===== src/inc/rsc_defs.vh =====
// Constants for the reset strap capture block
`ifndef RSC_DEFS_VH
`define RSC_DEFS_VH

// Strap bus and register widths
`define RSC_STRAP_W          25
`define RSC_DATA_W           32
`define RSC_FUNC_W           3

// Strap vector reset value: every pin idles high through its pull-up
`define RSC_STRAP_RESET      25'h1FF_FFFF

// Strap bit positions on the peripheral address bus
`define RSC_BIT_BOOT_WIDTH   0
`define RSC_BIT_CFG_RETRY    1
`define RSC_BIT_CORE0_HOLD   2
`define RSC_BIT_CORE1_HOLD   3
`define RSC_BIT_MEM_LO       4
`define RSC_BIT_MEM_HI       5
`define RSC_BIT_ARBITER      6
`define RSC_BIT_DFS_LO       7
`define RSC_BIT_DFS_HI       9
`define RSC_BIT_FUNC_OWNER   10
`define RSC_BIT_HOST_ROLE    11

// Memory speed field encodings
`define RSC_MEM_533          2'h2
`define RSC_MEM_400          2'h3

// Function numbers handed to the two translation units
`define RSC_FUNC_PRIMARY     3'h0
`define RSC_FUNC_SECONDARY   3'h5

// Device function select value for eight-port mode
`define RSC_DFS_EIGHT_PORT   3'h0

// Register byte offsets
`define RSC_OFF_STRAP_RAW    12'h000
`define RSC_OFF_STATUS       12'h004
`define RSC_OFF_CTRL         12'h008
`define RSC_OFF_CONFIG       12'h00C

// Register reset values
`define RSC_CTRL_RESET       2'h0
`define RSC_RDATA_RESET      32'h0000_0000

// Control register bit positions
`define RSC_CTRL_CORE1_REL   0
`define RSC_CTRL_CORE0_REL   1

`endif


===== src/rsc_strap_latch.v =====
// Capture register that holds the sampled strap vector
`timescale 1ns/10ps
`default_nettype none
`include "rsc_defs.vh"

module rsc_strap_latch #(
    parameter W         = `RSC_STRAP_W,
    parameter RESET_VAL = `RSC_STRAP_RESET
) (
    // Clock and reset
    input  wire         pclk,
    input  wire         presetn,
    input  wire         clk_en,
    // Capture control and data
    input  wire         load,
    input  wire [W-1:0] d,
    output wire [W-1:0] q
);

    reg [W-1:0] value_ff;

    // Reset lands on the pull-up defaults; loads only on the capture strobe
    always @(posedge pclk or negedge presetn)
    begin
        if (!presetn)
            value_ff <= RESET_VAL[W-1:0];
        else if (clk_en && load)
            value_ff <= d;
    end

    assign q = value_ff;

endmodule // rsc_strap_latch

`default_nettype wire


===== src/rsc_cfg_decode.v =====
// Registered decode of the captured strap vector into configuration levels
`timescale 1ns/10ps
`default_nettype none
`include "rsc_defs.vh"

module rsc_cfg_decode (
    // Clock and reset
    input  wire                     pclk,
    input  wire                     presetn,
    input  wire                     clk_en,
    // Captured straps
    input  wire [`RSC_STRAP_W-1:0]  straps,
    // Decoded configuration
    output reg                      boot_bus_16bit,
    output reg                      cfg_retry_en,
    output reg                      core0_keep_in_reset_n,
    output reg                      core1_keep_in_reset_n,
    output reg  [1:0]               memory_speed_sel,
    output reg                      memory_speed_533,
    output reg                      memory_speed_bad,
    output reg                      offchip_arbiter_sel_n,
    output reg                      function0_owner_sel_n,
    output reg  [`RSC_FUNC_W-1:0]   xbus_translation_unit_func,
    output reg  [`RSC_FUNC_W-1:0]   serial_link_translation_unit_func,
    output reg                      host_bus_endpoint_n,
    output reg  [2:0]               device_function_select,
    output reg                      eight_port_mode
);

    wire [1:0] mem_sel;
    wire       owner_n;

    assign mem_sel = {straps[`RSC_BIT_MEM_HI], straps[`RSC_BIT_MEM_LO]};
    assign owner_n = straps[`RSC_BIT_FUNC_OWNER];

    // Reset values equal the all-ones strap decode
    always @(posedge pclk or negedge presetn)
    begin
        if (!presetn)
        begin
            boot_bus_16bit                    <= 1'b1;
            cfg_retry_en                      <= 1'b1;
            core0_keep_in_reset_n             <= 1'b1;
            core1_keep_in_reset_n             <= 1'b1;
            memory_speed_sel                  <= `RSC_MEM_400;
            memory_speed_533                  <= 1'b0;
            memory_speed_bad                  <= 1'b0;
            offchip_arbiter_sel_n             <= 1'b1;
            function0_owner_sel_n             <= 1'b1;
            xbus_translation_unit_func        <= `RSC_FUNC_SECONDARY;
            serial_link_translation_unit_func <= `RSC_FUNC_PRIMARY;
            host_bus_endpoint_n               <= 1'b1;
            device_function_select            <= 3'h7;
            eight_port_mode                   <= 1'b0;
        end
        else if (clk_en)
        begin
            boot_bus_16bit        <= straps[`RSC_BIT_BOOT_WIDTH];
            cfg_retry_en          <= straps[`RSC_BIT_CFG_RETRY];
            core0_keep_in_reset_n <= straps[`RSC_BIT_CORE0_HOLD];
            core1_keep_in_reset_n <= straps[`RSC_BIT_CORE1_HOLD];
            memory_speed_sel      <= mem_sel;
            memory_speed_533      <= (mem_sel == `RSC_MEM_533);
            // Codes 00 and 01 have no defined speed
            memory_speed_bad      <= (mem_sel != `RSC_MEM_533) && (mem_sel != `RSC_MEM_400);
            offchip_arbiter_sel_n <= straps[`RSC_BIT_ARBITER];
            function0_owner_sel_n <= owner_n;
            xbus_translation_unit_func <= owner_n ? `RSC_FUNC_SECONDARY
                                                  : `RSC_FUNC_PRIMARY;
            serial_link_translation_unit_func <= owner_n ? `RSC_FUNC_PRIMARY
                                                         : `RSC_FUNC_SECONDARY;
            host_bus_endpoint_n   <= straps[`RSC_BIT_HOST_ROLE];
            device_function_select <= straps[`RSC_BIT_DFS_HI:`RSC_BIT_DFS_LO];
            eight_port_mode <= (straps[`RSC_BIT_DFS_HI:`RSC_BIT_DFS_LO]
                                == `RSC_DFS_EIGHT_PORT);
        end
    end

endmodule // rsc_cfg_decode

`default_nettype wire


===== src/rsc_top.v =====
// Reset strap capture: samples shared address pins at reset release, APB view
`timescale 1ns/10ps
`default_nettype none
`include "rsc_defs.vh"

module rsc_top #(
    parameter ADDR_W = 12
) (
    // Clock, reset and clock enable
    input  wire                     pclk,
    input  wire                     presetn,
    input  wire                     clk_en,
    // APB slave
    input  wire                     psel,
    input  wire                     penable,
    input  wire                     pwrite,
    input  wire [ADDR_W-1:0]        paddr,
    input  wire [`RSC_DATA_W-1:0]   pwdata,
    output wire [`RSC_DATA_W-1:0]   prdata,
    output wire                     pready,
    output wire                     pslverr,
    // Peripheral address bus pins, shared with the straps
    input  wire [`RSC_STRAP_W-1:0]  periph_addr_in,
    output wire [`RSC_STRAP_W-1:0]  periph_addr_out,
    output wire                     periph_addr_oe,
    // Normal-operation address from the peripheral bus controller
    input  wire [`RSC_STRAP_W-1:0]  user_addr,
    input  wire                     user_addr_en,
    // Configuration outputs
    output wire                     strap_valid,
    output wire                     boot_bus_16bit,
    output wire                     cfg_retry_en,
    output wire                     core0_hold_reset,
    output wire                     core1_hold_reset,
    output wire [1:0]               memory_speed_sel,
    output wire                     memory_speed_533,
    output wire                     memory_speed_bad,
    output wire                     offchip_arbiter_sel_n,
    output wire                     function0_owner_sel_n,
    output wire [`RSC_FUNC_W-1:0]   xbus_translation_unit_func,
    output wire [`RSC_FUNC_W-1:0]   serial_link_translation_unit_func,
    output wire                     host_bus_endpoint_n,
    output wire [2:0]               device_function_select,
    output wire                     eight_port_mode
);

    ////////////////////////////////////////////////////////////////////////////////
    // Capture sequencing

    localparam ST_WAIT = 2'h0;
    localparam ST_LOAD = 2'h1;
    localparam ST_HOLD = 2'h2;

    reg  [1:0]              state_ff;
    reg  [1:0]              nxt_state;
    reg                     valid_ff;
    wire                    load_straps;
    wire [`RSC_STRAP_W-1:0] straps;

    wire                    core0_keep_in_reset_n;
    wire                    core1_keep_in_reset_n;

    // State ladder: load once after release, then hold until the next reset
    always @*
    begin
        case (state_ff)
            ST_WAIT: nxt_state = ST_LOAD;
            ST_LOAD: nxt_state = ST_HOLD;
            ST_HOLD: nxt_state = ST_HOLD;
            default: nxt_state = ST_WAIT;
        endcase
    end

    // Async reset parks the ladder; the pins are read only by the clocked load
    always @(posedge pclk or negedge presetn)
    begin
        if (!presetn)
            state_ff <= ST_WAIT;
        else if (clk_en)
            state_ff <= nxt_state;
    end

    // Sample on the first enabled edge after release, never again
    assign load_straps = (state_ff == ST_WAIT);

    // Decoded outputs lag the capture by one edge
    always @(posedge pclk or negedge presetn)
    begin
        if (!presetn)
            valid_ff <= 1'b0;
        else if (clk_en && state_ff == ST_LOAD)
            valid_ff <= 1'b1;
    end

    assign strap_valid = valid_ff;

    ////////////////////////////////////////////////////////////////////////////////
    // Pin sharing

    // Pins stay undriven until capture is over so the pulls set the level;
    // an early drive would overwrite every strap with bus traffic
    assign periph_addr_oe  = (state_ff == ST_HOLD) && user_addr_en;
    assign periph_addr_out = user_addr;

    ////////////////////////////////////////////////////////////////////////////////
    // Strap storage and decode

    rsc_strap_latch #(
        .W         (`RSC_STRAP_W),
        .RESET_VAL (`RSC_STRAP_RESET)
    ) u_latch (
        .pclk    (pclk),
        .presetn (presetn),
        .clk_en  (clk_en),
        .load    (load_straps),
        .d       (periph_addr_in),
        .q       (straps)
    );

    rsc_cfg_decode u_decode (
        .pclk                              (pclk),
        .presetn                           (presetn),
        .clk_en                            (clk_en),
        .straps                            (straps),
        .boot_bus_16bit                    (boot_bus_16bit),
        .cfg_retry_en                      (cfg_retry_en),
        .core0_keep_in_reset_n             (core0_keep_in_reset_n),
        .core1_keep_in_reset_n             (core1_keep_in_reset_n),
        .memory_speed_sel                  (memory_speed_sel),
        .memory_speed_533                  (memory_speed_533),
        .memory_speed_bad                  (memory_speed_bad),
        .offchip_arbiter_sel_n             (offchip_arbiter_sel_n),
        .function0_owner_sel_n             (function0_owner_sel_n),
        .xbus_translation_unit_func        (xbus_translation_unit_func),
        .serial_link_translation_unit_func (serial_link_translation_unit_func),
        .host_bus_endpoint_n               (host_bus_endpoint_n),
        .device_function_select            (device_function_select),
        .eight_port_mode                   (eight_port_mode)
    );

    ////////////////////////////////////////////////////////////////////////////////
    // Core hold logic

    reg  [1:0] ctrl_ff;
    reg  [1:0] nxt_ctrl;
    reg        hold0_ff;
    reg        hold1_ff;

    // A core is held while its strap reads zero and software has not released it;
    // core 0 normally runs the code that would write the release, so its release
    // bit only helps when another master reaches the bus
    always @(posedge pclk or negedge presetn)
    begin
        if (!presetn)
        begin
            hold0_ff <= 1'b1;
            hold1_ff <= 1'b1;
        end
        else if (clk_en)
        begin
            hold0_ff <= !valid_ff || (!core0_keep_in_reset_n
                        && !ctrl_ff[`RSC_CTRL_CORE0_REL]);
            hold1_ff <= !valid_ff || (!core1_keep_in_reset_n
                        && !ctrl_ff[`RSC_CTRL_CORE1_REL]);
        end
    end

    assign core0_hold_reset = hold0_ff;
    assign core1_hold_reset = hold1_ff;

    ////////////////////////////////////////////////////////////////////////////////
    // APB decode

    wire setup_ph;
    wire access_ph;
    wire hit_raw;
    wire hit_status;
    wire hit_ctrl;
    wire hit_config;
    wire hit_any;

    assign setup_ph   = psel && !penable;
    assign access_ph  = psel && penable;
    assign hit_raw    = (paddr == `RSC_OFF_STRAP_RAW);
    assign hit_status = (paddr == `RSC_OFF_STATUS);
    assign hit_ctrl   = (paddr == `RSC_OFF_CTRL);
    assign hit_config = (paddr == `RSC_OFF_CONFIG);
    assign hit_any    = hit_raw || hit_status || hit_ctrl || hit_config;

    // Zero wait states; unmapped addresses and writes to read-only words error
    assign pready  = 1'b1;
    assign pslverr = access_ph && (!hit_any || (pwrite && !hit_ctrl));

    ////////////////////////////////////////////////////////////////////////////////
    // Control register

    // Only the control word is writable; the strap image can never be altered
    always @*
    begin
        nxt_ctrl = ctrl_ff;
        if (access_ph && pwrite && hit_ctrl)
            nxt_ctrl = pwdata[1:0];
    end

    always @(posedge pclk or negedge presetn)
    begin
        if (!presetn)
            ctrl_ff <= `RSC_CTRL_RESET;
        else if (clk_en)
            ctrl_ff <= nxt_ctrl;
    end

    ////////////////////////////////////////////////////////////////////////////////
    // Read data

    reg  [`RSC_DATA_W-1:0] rdata_ff;
    reg  [`RSC_DATA_W-1:0] nxt_rdata;
    wire [`RSC_DATA_W-1:0] status_word;
    wire [`RSC_DATA_W-1:0] config_word;

    // Status: progress of the capture and the live hold levels
    assign status_word = {26'h000_0000, hold1_ff, hold0_ff, eight_port_mode,
                          memory_speed_bad, valid_ff, (state_ff == ST_HOLD)};

    // Config: decoded view of the straps
    assign config_word = {14'h0000, serial_link_translation_unit_func,
                          xbus_translation_unit_func, device_function_select,
                          host_bus_endpoint_n, function0_owner_sel_n,
                          offchip_arbiter_sel_n, memory_speed_sel,
                          core1_keep_in_reset_n, core0_keep_in_reset_n,
                          cfg_retry_en, boot_bus_16bit};

    // Read word is picked in the setup cycle so it sits in a flop at access
    always @*
    begin
        nxt_rdata = rdata_ff;
        if (setup_ph && !pwrite)
        begin
            if (hit_raw)
                nxt_rdata = {7'h00, straps};
            else if (hit_status)
                nxt_rdata = status_word;
            else if (hit_ctrl)
                nxt_rdata = {30'h0000_0000, ctrl_ff};
            else if (hit_config)
                nxt_rdata = config_word;
            else
                nxt_rdata = `RSC_RDATA_RESET;
        end
    end

    always @(posedge pclk or negedge presetn)
    begin
        if (!presetn)
            rdata_ff <= `RSC_RDATA_RESET;
        else if (clk_en)
            rdata_ff <= nxt_rdata;
    end

    assign prdata = rdata_ff;

endmodule // rsc_top

`default_nettype wire


===== config.mk =====
export PLATFORM = sky130hd
export DESIGN_NAME = rsc_top
export DESIGN_NICKNAME = d
export VERILOG_FILES = /design/src/rsc_strap_latch.v /design/src/rsc_cfg_decode.v /design/src/rsc_top.v
export VERILOG_INCLUDE_DIRS = /design/src /design/src/inc
export SDC_FILE = /design/constraint.sdc
export NUM_CORES = 1
export LEC_CHECK = 0
export ABC_AREA = 1
export BUFFER_PORTS_ARGS = -buffer_cell sky130_fd_sc_hd__buf_4
export CAP_MARGIN = 15
export CORE_MARGIN = 2
export CORE_UTILIZATION = 30
export DETAILED_ROUTE_END_ITERATION = 16
export SETUP_SLACK_MARGIN = 0.1
export SYNTH_ARGS = -nofsm -noshare
export SYNTH_HDL_FRONTEND = slang
export SYNTH_HIERARCHICAL = 1
export SYNTH_SLANG_ARGS = --single-unit

===== constraint.sdc =====
create_clock -name pclk -period 2.4 [get_ports pclk]
set_clock_uncertainty 0.2 [all_clocks]
set_input_delay 0.48 -clock pclk [delete_from_list [all_inputs] [get_ports pclk]]
set_output_delay 0.48 -clock pclk [all_outputs]
set_load 0.02 [all_outputs]

---- After elaboration in Yosys (flattened, before gate mapping) ----
Cells that the tools add are included.
storage, ports and cells
  register bits after elaboration ......... 85
  input port bits ......................... 101
  output and inout port bits .............. 82
  logic and storage cells ................. 70
operators by class
  eq/ne operators ......................... 8
  mux-type cells .......................... 7
  reductions and logical operators ........ 34
operator list
  operator                                                          number
  18-bit two-way mux                                                3
  25-bit two-way mux                                                1
  12-bit by 4-bit == test with 1-bit output, second input constant  2
  1-bit logical AND                                                 13
  12-bit by 3-bit == test with 1-bit output, second input constant  1
  12-bit logical NOT                                                1
  1-bit logical NOT                                                 9
  1-bit logical OR                                                  6
  3-bit two-way mux                                                 2
  2-bit == test, second input constant                              2
  2-bit != test, second input constant                              2
  2-bit case mux with 2 select lines                                1
  2-bit AND reduction                                               2
  3-bit logical NOT                                                 1
  2-bit by 1-bit == test with 1-bit output, second input constant   1
  2-bit logical NOT                                                 1
  2-bit OR reduction                                                1

---- Depth between registers and ports, before layout ----
Gate-level depths: netlist of the first run.
  word-level depth ........................ 7
  gate-level depth with buffers ........... 9
  gate-level depth less buffers ........... 8

---- Hierarchy ----
Netlist of the first run, hierarchy kept.
modules (own cells, without submodules)
  module           times used  cells each  area an instance (um^2)  seq. area each (um^2)
  rsc_top          1           269         2053.2                   803.3
  rsc_strap_latch  1           109         1082.3                   656.9
  rsc_cfg_decode   1           69          653.1                    415.4

---- Least setup slack after synthesis of the first run ----
OpenSTA, ideal clock, no wires.
  kind .................................... input port to output port
  start point ............................. in paddr[11]
  end point ............................... out pslverr
  arrival ................................. 1288 ps
  required time ........................... 1720 ps
  slack ................................... 432 ps
  stages on the path ...................... 8
  path buffers ............................ 2
  cells stage by stage .................... nor2_1 -> nand2_1 -> nor2_2 -> buf_6 -> buf_6 -> o2111ai_1 -> nand2_1 -> inv_1
between the ends
  word-level cells in the longest chain between the ends .. 7
  elaborated cells on any way between the ends .. 12
  classes of those cells .................. eq/ne (3); reduce/logical (9)
RTL lines
  what                                                                                       RTL line       source
  start: declaration                                                                         rsc_top.v:17   input wire [ADDR_W-1:0] paddr,
  12-bit by 3-bit == test with 1-bit output (no line) or 12-bit logical NOT (tied branches)  n/a
  1-bit logical OR (3 in a row)                                                              rsc_top.v:188  assign hit_any = hit_raw || hit_status || hit_ctrl || hit_config;
  1-bit logical NOT                                                                          rsc_top.v:192  assign pslverr = access_ph && (!hit_any || (pwrite && !hit_ctrl));
  1-bit logical OR (*)                                                                       rsc_top.v:192
  1-bit logical AND (*)                                                                      rsc_top.v:192
  end: declaration                                                                           rsc_top.v:21   output wire pslverr,
Every way passes the cells marked *; elsewhere a longest branch is shown, timed or not.

---- Worst setup path in the final report of the first run ----
  start point ............................. in paddr[1]
  end point ............................... out pslverr
Same word-level chain as after synthesis.

==> flow_metrics.py, run 1 <==
metrics = {
    "sta": {
        "fin_ws_ns": 0.281,
        "maxSlewViolCount": 0,
        "tightest_slew_ns": 0.568,
        "final.period_utilization_pct": 88.3,
        "setup_viol": 0,
        "fmax_mhz": 472,
        "rsz0062_at_grt": "false",
        "relSlewSlack_pct": 62.1,
        "timing.final.hold_violations": 0,
        "fin_tns_setup_ns": 0,
        "post-route-min-period_ns": 2.12,
    },
    "critical_path": {
        "crit_fanout": 5,
        "criticalPathCategory": "in -> out",
        "cp.required_ns": 1.72,
        "r2r_start": "state_ff[0]",
        "worst_setup_path_end_kind": "output pin",
        "cp-start-kind": "primary input",
        "arrival_ns": 1.44,
        "critPathLaunch": "paddr[1]",
    },
    "route": {
        "route.met3.wl_um": 616,
        "wl_met1_mm": 4.25,
        "drt_pass1_iterations": 4,
        "drt-vias-per-instance": 4.45,
        "drt-initial-drc-count": 140,
        "drc": 0,
        "top_layer": "met4",
        "route.antenna.remaining_nets": 0,
        "wl_met2_mm": 4.49,
        "detail_route.wirelength_mm": 9.46,
        "route.vias.total": 3042,
        "avgRoutedWirePerCell_um": 13.8,
    },
    "logic_synthesis": {
        "synth_area_leaders": "dfstp_2, dfrtp_1, nand2_1",
        "ys.flop_type": "dfstp_2",
        "netlist_area_um2": 3790,
        "yosys.area.top_type": "dfstp_2",
        "syn_area_per_cell_um2": 8.48,
        "synth_seq_cells": 73,
        "yosysTopAreaCellShare_pct": 27.0,
        "syn_inst": 447,
        "synth_edf_count": 0,
        "yosysWarnings": 6,
        "async_reset_ff_share_pct": 100,
        "synth_cell_types": 28,
        "ys_seq_area_share_pct": 49.5,
    },
    "place": {
        "placed_cell_area_um2": 4310,
        "gp_congestion": 0.782,
        "dp_hpwl_mm": 6.77,
        "post-place-ws_ns": 0.262,
        "portBuffers": 92,
    },
    "die": {
        "die_x_um": 116,
        "rows": 41,
        "fp.dieArea_um2": 13500,
        "die_y_um": 116,
        "core_area_um2": 12500,
        "ios": 183,
        "start_util_pct": 30.4,
    },
    "pwr": {
        "p_leak_uw": 0.00230,
        "p_int_uw": 3090,
        "clkPwrFrac_pct": 29.2,
        "switching_share_pct": 33.6,
        "pwr_density_cell_nw_per_um2": 1010,
        "combPwrFrac_pct": 26.0,
        "seq_power_share_pct": 44.8,
        "vdd_drop_max_mv": 0.377,
        "power.switching_uw": 1560,
    },
    "outcome": {
        "status": "finished clean",
    },
    "global_route": {
        "grt_util_all_layers_pct": 14.2,
        "antenna_found_initial": 0,
        "grt_pass1_vias": 2923,
        "grt_pass1_wl_mm": 14.9,
        "grt_max_degree": 43,
        "gr-total-overflow": 0,
    },
    "cells_and_area": {
        "final.fill_count": 1295,
        "area_growth_pct": 22.1,
        "antenna_cells": 0,
        "nets": 611,
        "multi_input_area_um2": 1380,
        "drive_gt1_share_pct": 33.6,
        "finish.instance_area_um2": 4630,
        "seqCellArea_um2": 1880,
    },
    "cts": {
        "cts-resized-gates": 0,
        "cts-htree-levels": 3,
        "cts_tree": "yes",
        "ctsLongestPathBuffers": 2,
        "clk_latency_ns": 0.33,
        "cts_made_buffers": 9,
        "cts-root-buf": "clkbuf_16",
        "clk_pin_slew_ns": 0.06,
        "cts_sinks": 73,
    },
    "job": {
        "max-cap-violations": 0,
    },
    "worst_hold_path": {
        "hold_start": "periph_addr_in[8]",
        "worst_hold_path_type": "in -> reg",
    },
}
[power groups by stage]
stage	sequential, µW	combinational (µW)	clock (µW)
after floorplan	2180	761	0
after global placement	2100	1200	0
after detailed placement	2110	1230	0
after CTS	2090	1230	1390
after global routing	2150	1370	1450
final	2090	1210	1360
[placed cells by master, fill, tap and decap left out, types with 2 or more instances in the layout]
cell type     n
clkbuf_16     9
nor2_2        3
dfrtp_1      34
o22a_1        2
buf_4       100
nor2_1       24
dfstp_2      39
inv_1        14
o21ai_1       7
o21a_1        2
nand2_1     150
nand3_1      71
inv_6         2
ha_1          3
a31oi_1       7
inv_2         4
o21ai_0      10
conb_1       10
nand2_2       4
a21oi_1       3
clkinvlp_4    3
nor2_4        2
[path summary, 6_finish.rpt]
kind | cells after the start | to | slack (ns)
worst min-delay path | 3 | u_latch/q[8] | 0.17
max in group asynchronous | 3 | u_latch/q[15] | 0.93
worst min register to register | 2 | u_latch/q[14] | 0.26
worst max-delay path | 8 | pslverr | 0.28
min in group asynchronous | 2 | ctrl_ff[1] | 0.44
worst max register to register | 6 | u_latch/q[20] | 0.81
[metrics by stage]
step | utilization [%] | std cells | hold WS [ns] | power (µW)
CTS | 37.1 | 684 | 0.158 | 4720
global route | 37.1 | 684 | 0.170 | 4970
detailed placement | 34.6 | 667 | 0.253 | 3340
global placement | 34.6 | 667 | 0.238 | 3290
floorplan | - | 454 | -0.0156 | 2940
finish | 37.1 | 684 | 0.173 | 4660
[routing by layer]
metal | track usage (%) | vias to the layer above
met2 | 23.1 | 92
met5 | 0 | -
met4 | 4.05 | 0
met1 | 18.8 | 1427
met3 | 3.89 | 14
li1 | - | 1509
[state kept, by name, summed over array words and instances (netlist names), 2 cells and up]
register / count
prdata: 25
u_latch/q: 25
u_decode/device_function_select: 3
ctrl_ff: 2
state_ff: 2
u_decode/memory_speed_sel: 2
[critical path: stages]
cell and delay, ns:
buf_4 0.12, nor2_4 0.16, inv_2 0.09, nor3_2 0.23, a21oi_1 0.10, nand2_1 0.08
inv_1 0.04, buf_4 0.15
[cell type report]
class	count	share of cell area (%)
Clock buffer	9	4.87
Timing Repair Buffer	102	16.9
Clock inverter	7	1.70
Tap cell	172	4.65
Inverter	18	1.46
Sequential cell	73	40.5
Multi-Input combinational cell	303	29.9
[cells in the mapped netlist, types with 7 or more instances]
cell and instances:
o21ai_1 7, dfrtp_1 34, nand2_1 150, a31oi_1 7
buf_6 11, inv_1 14, o21ai_0 10, dfstp_2 39
buf_4 45, nand3_1 71, nor2_1 24
[logic make-up (layout without fill, tap and decap cells)]
kind of cell / count (synthesis) / after routing / synth area share, %
AOI/OAI and AO/OA: 33 / 33 / 5.09
adders and majority gates: 3 / 3 / 0.991
buffers and inverters: 78 / 136 / 14.7
DFF: 73 / 73 / 49.5
other: 3 / 10 / 0.297
and+or+nand+nor: 257 / 257 / 29.4
[repair_timing]
item,4_1_cts,5_1_grt
buffers inserted,0,0
endpoints found under the hold margin,14,0
hold buffers,1,0
Power figures use the tool's default switching activity.
==> run 2, diff against run 1 <==
Settings changed: GPL_TIMING_DRIVEN set to 0, PLACE_DENSITY set to 0.52.
==> run 2 against run 1 <==
Effect of this change: utilization increased by 5.7 points; non-clock buffer count up 81; maximum frequency is 3.9% lower; first-iteration DRC count fell by 16%; worst setup slack worse by 0.086 ns.
==> flow_metrics.py, run 2 (same netlist as run 1, synthesis figures left out) <==
metrics = {
    "outcome": {
        "status": "finished clean",
    },
    "place": {
        "dp_hpwl_mm": 7.76,
        "portBuffers": 117,
        "post-place-ws_ns": 0.0299,
        "gp_congestion": 0.796,
        "dp_cells": 743,
    },
    "cts": {
        "ctsLongestPathBuffers": 2,
        "clk_latency_ns": 0.33,
        "cts_hold_buf": 0,
        "cts_tree": "yes",
        "cts_made_buffers": 9,
        "cts-root-buf": "clkbuf_16",
        "cts_sinks": 73,
        "clk_pin_slew_ns": 0.06,
        "cts-htree-levels": 3,
    },
    "sta": {
        "tightest_slew_ns": 0.908,
        "fin_ws_ns": 0.195,
        "timing.final.hold_violations": 0,
        "post-route-min-period_ns": 2.21,
        "maxSlewViolCount": 0,
        "fin_tns_setup_ns": 0,
        "setup_viol": 0,
        "rsz0062_at_grt": "false",
        "final.period_utilization_pct": 91.9,
        "relSlewSlack_pct": 39.5,
        "fmax_mhz": 453,
    },
    "pwr": {
        "clkPwrFrac_pct": 30.7,
        "combPwrFrac_pct": 28.1,
        "p_leak_uw": 0.00274,
        "vdd_drop_max_mv": 0.418,
        "switching_share_pct": 31.6,
        "power.switching_uw": 1600,
        "pwr_density_cell_nw_per_um2": 952,
        "p_total_uw": 5070,
        "seq_power_share_pct": 41.2,
        "p_int_uw": 3470,
    },
    "die": {
        "core_area_um2": 12500,
        "die_y_um": 116,
        "ios": 183,
        "die_x_um": 116,
        "fp.dieArea_um2": 13500,
        "rows": 41,
        "start_util_pct": 30.4,
    },
    "critical_path": {
        "cp.required_ns": 1.72,
        "cpLargestDelayFamily": "buffers and inverters",
        "criticalPathCategory": "in -> out",
        "crit_fanout": 10,
        "r2r_start": "state_ff[0]",
        "arrival_ns": 1.53,
        "crit_slowest_cell": "buf_6",
        "cp-start-kind": "primary input",
        "critPathLaunch": "paddr[5]",
        "slowest_delay_ns": 0.14,
        "cp.buffers_inverters": 5,
        "worst_setup_path_end_kind": "output pin",
        "path_cells": "buf_4 -> nor2_2 -> nand2_2 -> nor2_4 -> buf_6 -> buf_12 -> a21oi_1 -> nand2_1 -> inv_1 -> buf_4",
        "path_common_cell": "buf_4",
    },
    "worst_hold_path": {
        "worst_hold_path_type": "in -> async",
    },
    "route": {
        "avgRoutedWirePerCell_um": 13.6,
        "route.met3.wl_um": 838,
        "drt-vias-per-instance": 4.32,
        "drc": 0,
        "detail_route.wirelength_mm": 10.4,
        "drt-initial-drc-count": 118,
        "wl_met2_mm": 4.86,
        "drt_pass1_iterations": 5,
        "route.antenna.remaining_nets": 0,
        "wl_met1_mm": 4.62,
        "route.vias.total": 3303,
        "top_layer": "met4",
    },
    "cells_and_area": {
        "final_common_cell": "buf_4",
        "mostFrequentLayoutCells": "buf_4, nand2_1, nand3_1, dfstp_2, dfrtp_1",
        "nets": 692,
        "area_growth_pct": 40.7,
        "final_cell_count_no_fill": 765,
        "drive_gt1_share_pct": 43.3,
        "antenna_cells": 0,
    },
    "global_route": {
        "antenna_found_initial": 0,
        "grt_util_all_layers_pct": 15.6,
        "gr-total-overflow": 0,
        "grt_max_degree": 74,
        "grt_pass1_wl_mm": 16.0,
        "grt_pass1_vias": 3197,
    },
    "job": {
        "max-cap-violations": 0,
    },
}
==> run 2: cell count changes in the layout (fill, tap and decap cells not counted), moves of 2 or more <==
cell	before	now
nand2_2	4	6
buf_6	0	9
buf_4	100	167
buf_2	0	3
bufinv_16	1	3
clkbuf_8	0	2
clkinvlp_4	3	1
inv_6	2	0
nand2_1	150	148
nor2_1	24	22
clkbuf_1	0	2
==> run 2: final timing paths <==
check,slack (ns),to,cells after the start
hold / removal,0.1,prdata[14],1
min in group pclk,0.17,u_latch/q[22],3
setup reg to reg,0.94,u_latch/q[10],6
max in group asynchronous,1.33,prdata[1],1
hold reg to reg,0.26,u_latch/q[18],2
setup / recovery,0.19,pslverr,10
==> run 2: worst register-to-register path, delay by kind of cell (launching register included) <==
kind	cells	cell delay [ns]
flip-flops	1	0.38
AND/OR/NAND/NOR	2	0.18
buffers and inverters	3	0.44
adder cells (fa/ha/maj)	1	0.20
==> run 2: cell type report <==
class | count | area (µm²)
fill | 1296 | 7140
sequential | 73 | 1880
multi-input combinational | 303 | 1400
buffer | 60 | 502
tap | 172 | 215
timing repair buffer | 123 | 921
clock buffer | 11 | 243
clock inverter | 5 | 103
inverter | 18 | 67.6
==> run 2: power groups by stage <==
stage | sequential, µW | clock (µW) | combinational (µW)
finish | 2090 | 1560 | 1430
global placement | 2110 | 0 | 1410
detailed placement | 2120 | 0 | 1440
CTS | 2100 | 1580 | 1450
floorplan | 2180 | 0 | 761
global route | 2150 | 1650 | 1580
==> run 2: routing by layer <==
metal	vias up	track usage [%]
met5	-	0
met3	9	4.20
met2	117	25.3
met1	1510	20.1
li1	1667	-
met4	0	5.32
==> run 2: per-stage QoR <==
step | area, µm² | utilization, % | hold slack (ns)
floorplan | 3810 | - | -0.0156
global placement | 4910 | 39.4 | 0.252
detailed placement | 4910 | 39.4 | 0.254
CTS | 5300 | 42.5 | 0.124
global route | 5330 | 42.8 | 0.168
finish | 5330 | 42.8 | 0.0980
==> run 2: what timing repair did <==
item,in CTS,in global routing
endpoints found under the setup margin,1,1
buffers inserted,4,1
resized for setup,2,7
pin swaps,1,0
cloned,1,0
==> run 3, diff against run 2 <==
Settings changed: PLACE_DENSITY 0.52 to unset, PLACE_DENSITY_LB_ADDON set to 0.1.
==> run 3 against run 2 <==
Effect of this change: global-route usage about the same; design area down 2.0%; sequential share of layout area up 0.72 points; routed wire length up 0.33%; via count down 0.21%; first-iteration DRC count up 19%; worst setup slack worse by 0.019 ns; maximum frequency down 0.84%; die area unchanged.
==> flow_metrics.py, run 3 (same netlist as run 1, synthesis figures left out) <==
metrics = {
    "pwr": {
        "vdd_drop_max_mv": 0.417,
        "p_total_uw": 4710,
        "seq_power_share_pct": 44.5,
        "pwr_density_cell_nw_per_um2": 902,
        "combPwrFrac_pct": 30.1,
        "p_leak_uw": 0.00269,
        "p_int_uw": 3150,
        "switching_share_pct": 33.2,
        "power.switching_uw": 1560,
        "clkPwrFrac_pct": 25.4,
    },
    "cells_and_area": {
        "nets": 691,
        "final.fill_count": 1295,
        "seqCellArea_um2": 1880,
        "final_common_cell": "buf_4",
        "final_util_pct": 41.9,
        "final_cell_count_no_fill": 763,
        "antenna_cells": 0,
        "area_growth_pct": 37.9,
        "drive_gt1_share_pct": 42.5,
        "mostFrequentLayoutCells": "buf_4, nand2_1, nand3_1, dfstp_2, dfrtp_1",
        "multi_input_area_um2": 1400,
    },
    "place": {
        "dp_cells": 743,
        "dp_hpwl_mm": 7.75,
        "portBuffers": 117,
        "gp_congestion": 0.794,
    },
    "cts": {
        "clk_pin_slew_ns": 0.05,
        "ctsLongestPathBuffers": 2,
        "cts_hold_buf": 0,
        "cts_made_buffers": 9,
        "cts_tree": "yes",
        "clk_latency_ns": 0.33,
        "cts_sinks": 73,
        "cts-htree-levels": 3,
        "cts-root-buf": "clkbuf_16",
    },
    "job": {
        "max-cap-violations": 0,
    },
    "critical_path": {
        "path_cells": "buf_4 -> nor2_1 -> nand2_2 -> nor2_4 -> buf_6 -> buf_6 -> a21oi_1 -> nand2_1 -> inv_1 -> buf_4",
        "criticalPathCategory": "in -> out",
        "crit_slowest_cell": "buf_6",
        "arrival_ns": 1.54,
        "cp.buffers_inverters": 5,
        "cp.required_ns": 1.72,
        "worst_setup_path_end_kind": "output pin",
        "cpLargestDelayFamily": "buffers and inverters",
        "crit_fanout": 10,
        "cp-start-kind": "primary input",
        "slowest_delay_ns": 0.15,
    },
    "sta": {
        "timing.final.hold_violations": 0,
        "setup_viol": 0,
        "relSlewSlack_pct": 37.0,
        "rsz0062_at_grt": "false",
        "tightest_slew_ns": 0.944,
        "final.period_utilization_pct": 92.7,
        "post-route-min-period_ns": 2.22,
        "maxSlewViolCount": 0,
        "fin_tns_setup_ns": 0,
        "fmax_mhz": 450,
    },
    "die": {
        "rows": 41,
        "fp.dieArea_um2": 13500,
        "die_x_um": 116,
        "die_y_um": 116,
        "start_util_pct": 30.4,
        "core_area_um2": 12500,
        "ios": 183,
    },
    "global_route": {
        "grt_util_all_layers_pct": 15.6,
        "grt_pass1_vias": 3169,
        "gr-total-overflow": 0,
        "antenna_found_initial": 0,
        "grt_pass1_wl_mm": 16.1,
        "grt_max_degree": 74,
    },
    "route": {
        "avgRoutedWirePerCell_um": 13.7,
        "detail_route.wirelength_mm": 10.5,
        "drc": 0,
        "drt-initial-drc-count": 140,
        "route.vias.total": 3296,
        "route.antenna.remaining_nets": 0,
        "drt_pass1_iterations": 4,
        "drt-vias-per-instance": 4.32,
    },
    "outcome": {
        "status": "finished clean",
    },
    "worst_hold_path": {
        "worst_hold_path_type": "in -> async",
    },
}
run 3: power by group through the flow:
stage | clock, µW | combinational [µW] | sequential, µW
floorplan | 0 | 761 | 2180
global placement | 0 | 1410 | 2110
detailed placement | 0 | 1430 | 2120
CTS | 1240 | 1440 | 2100
global route | 1290 | 1570 | 2150
finish | 1200 | 1420 | 2100
run 3: layout make-up:
type | instances | share of cell area [%]
flip-flops and latches | 73 | 35.9
multi-input cells | 303 | 26.8
repair buffers | 122 | 17.5
plain buffers | 60 | 9.44
clock buffers | 14 | 4.86
well taps | 172 | 4.12
inverters | 18 | 1.29
clock inverters | 1 | 0.0958
run 3: per-layer routing:
layer | vias to the layer above | routed length (µm) | global-route usage (%)
met5 | - | 0 | 0
met4 | 0 | 74 | 4.21
met3 | 7 | 697 | 4.41
met2 | 104 | 4920 | 25.8
met1 | 1522 | 4760 | 20.1
li1 | 1663 | - | -
run 3: through the flow:
step / worst slack (ns) / hold slack, ns / instance area, µm²
floorplan: 0.432 / -0.0156 / 3810
global placement: 0.0343 / 0.251 / 4910
detailed placement: 0.0254 / 0.251 / 4910
CTS: 0.114 / 0.141 / 5200
global route: 0.100 / 0.167 / 5220
finish: 0.176 / 0.0771 / 5220
run 3: path summary, 6_finish.rpt:
check / startpoint / end / slack (ns) / cells past startpoint
min: presetn / prdata[22] / 0.08 / 1
min reg2reg: u_latch/q[23] / u_latch/q[23] / 0.26 / 2
max reg2reg: state_ff[0] / u_latch/q[6] / 0.93 / 6
max: paddr[9] / pslverr / 0.18 / 10
min in group pclk: periph_addr_in[21] / u_latch/q[21] / 0.17 / 3
max in group asynchronous: presetn / prdata[2] / 1.28 / 1
run 3: repair_timing:
action / in CTS / in global routing
setup endpoints to repair: 1 / 1
pin swaps: 1 / 2
setup buffers: 3 / 2
endpoints found under the hold margin: 0 / 0
gates cloned: 0 / 0
gates resized for setup: 2 / 4
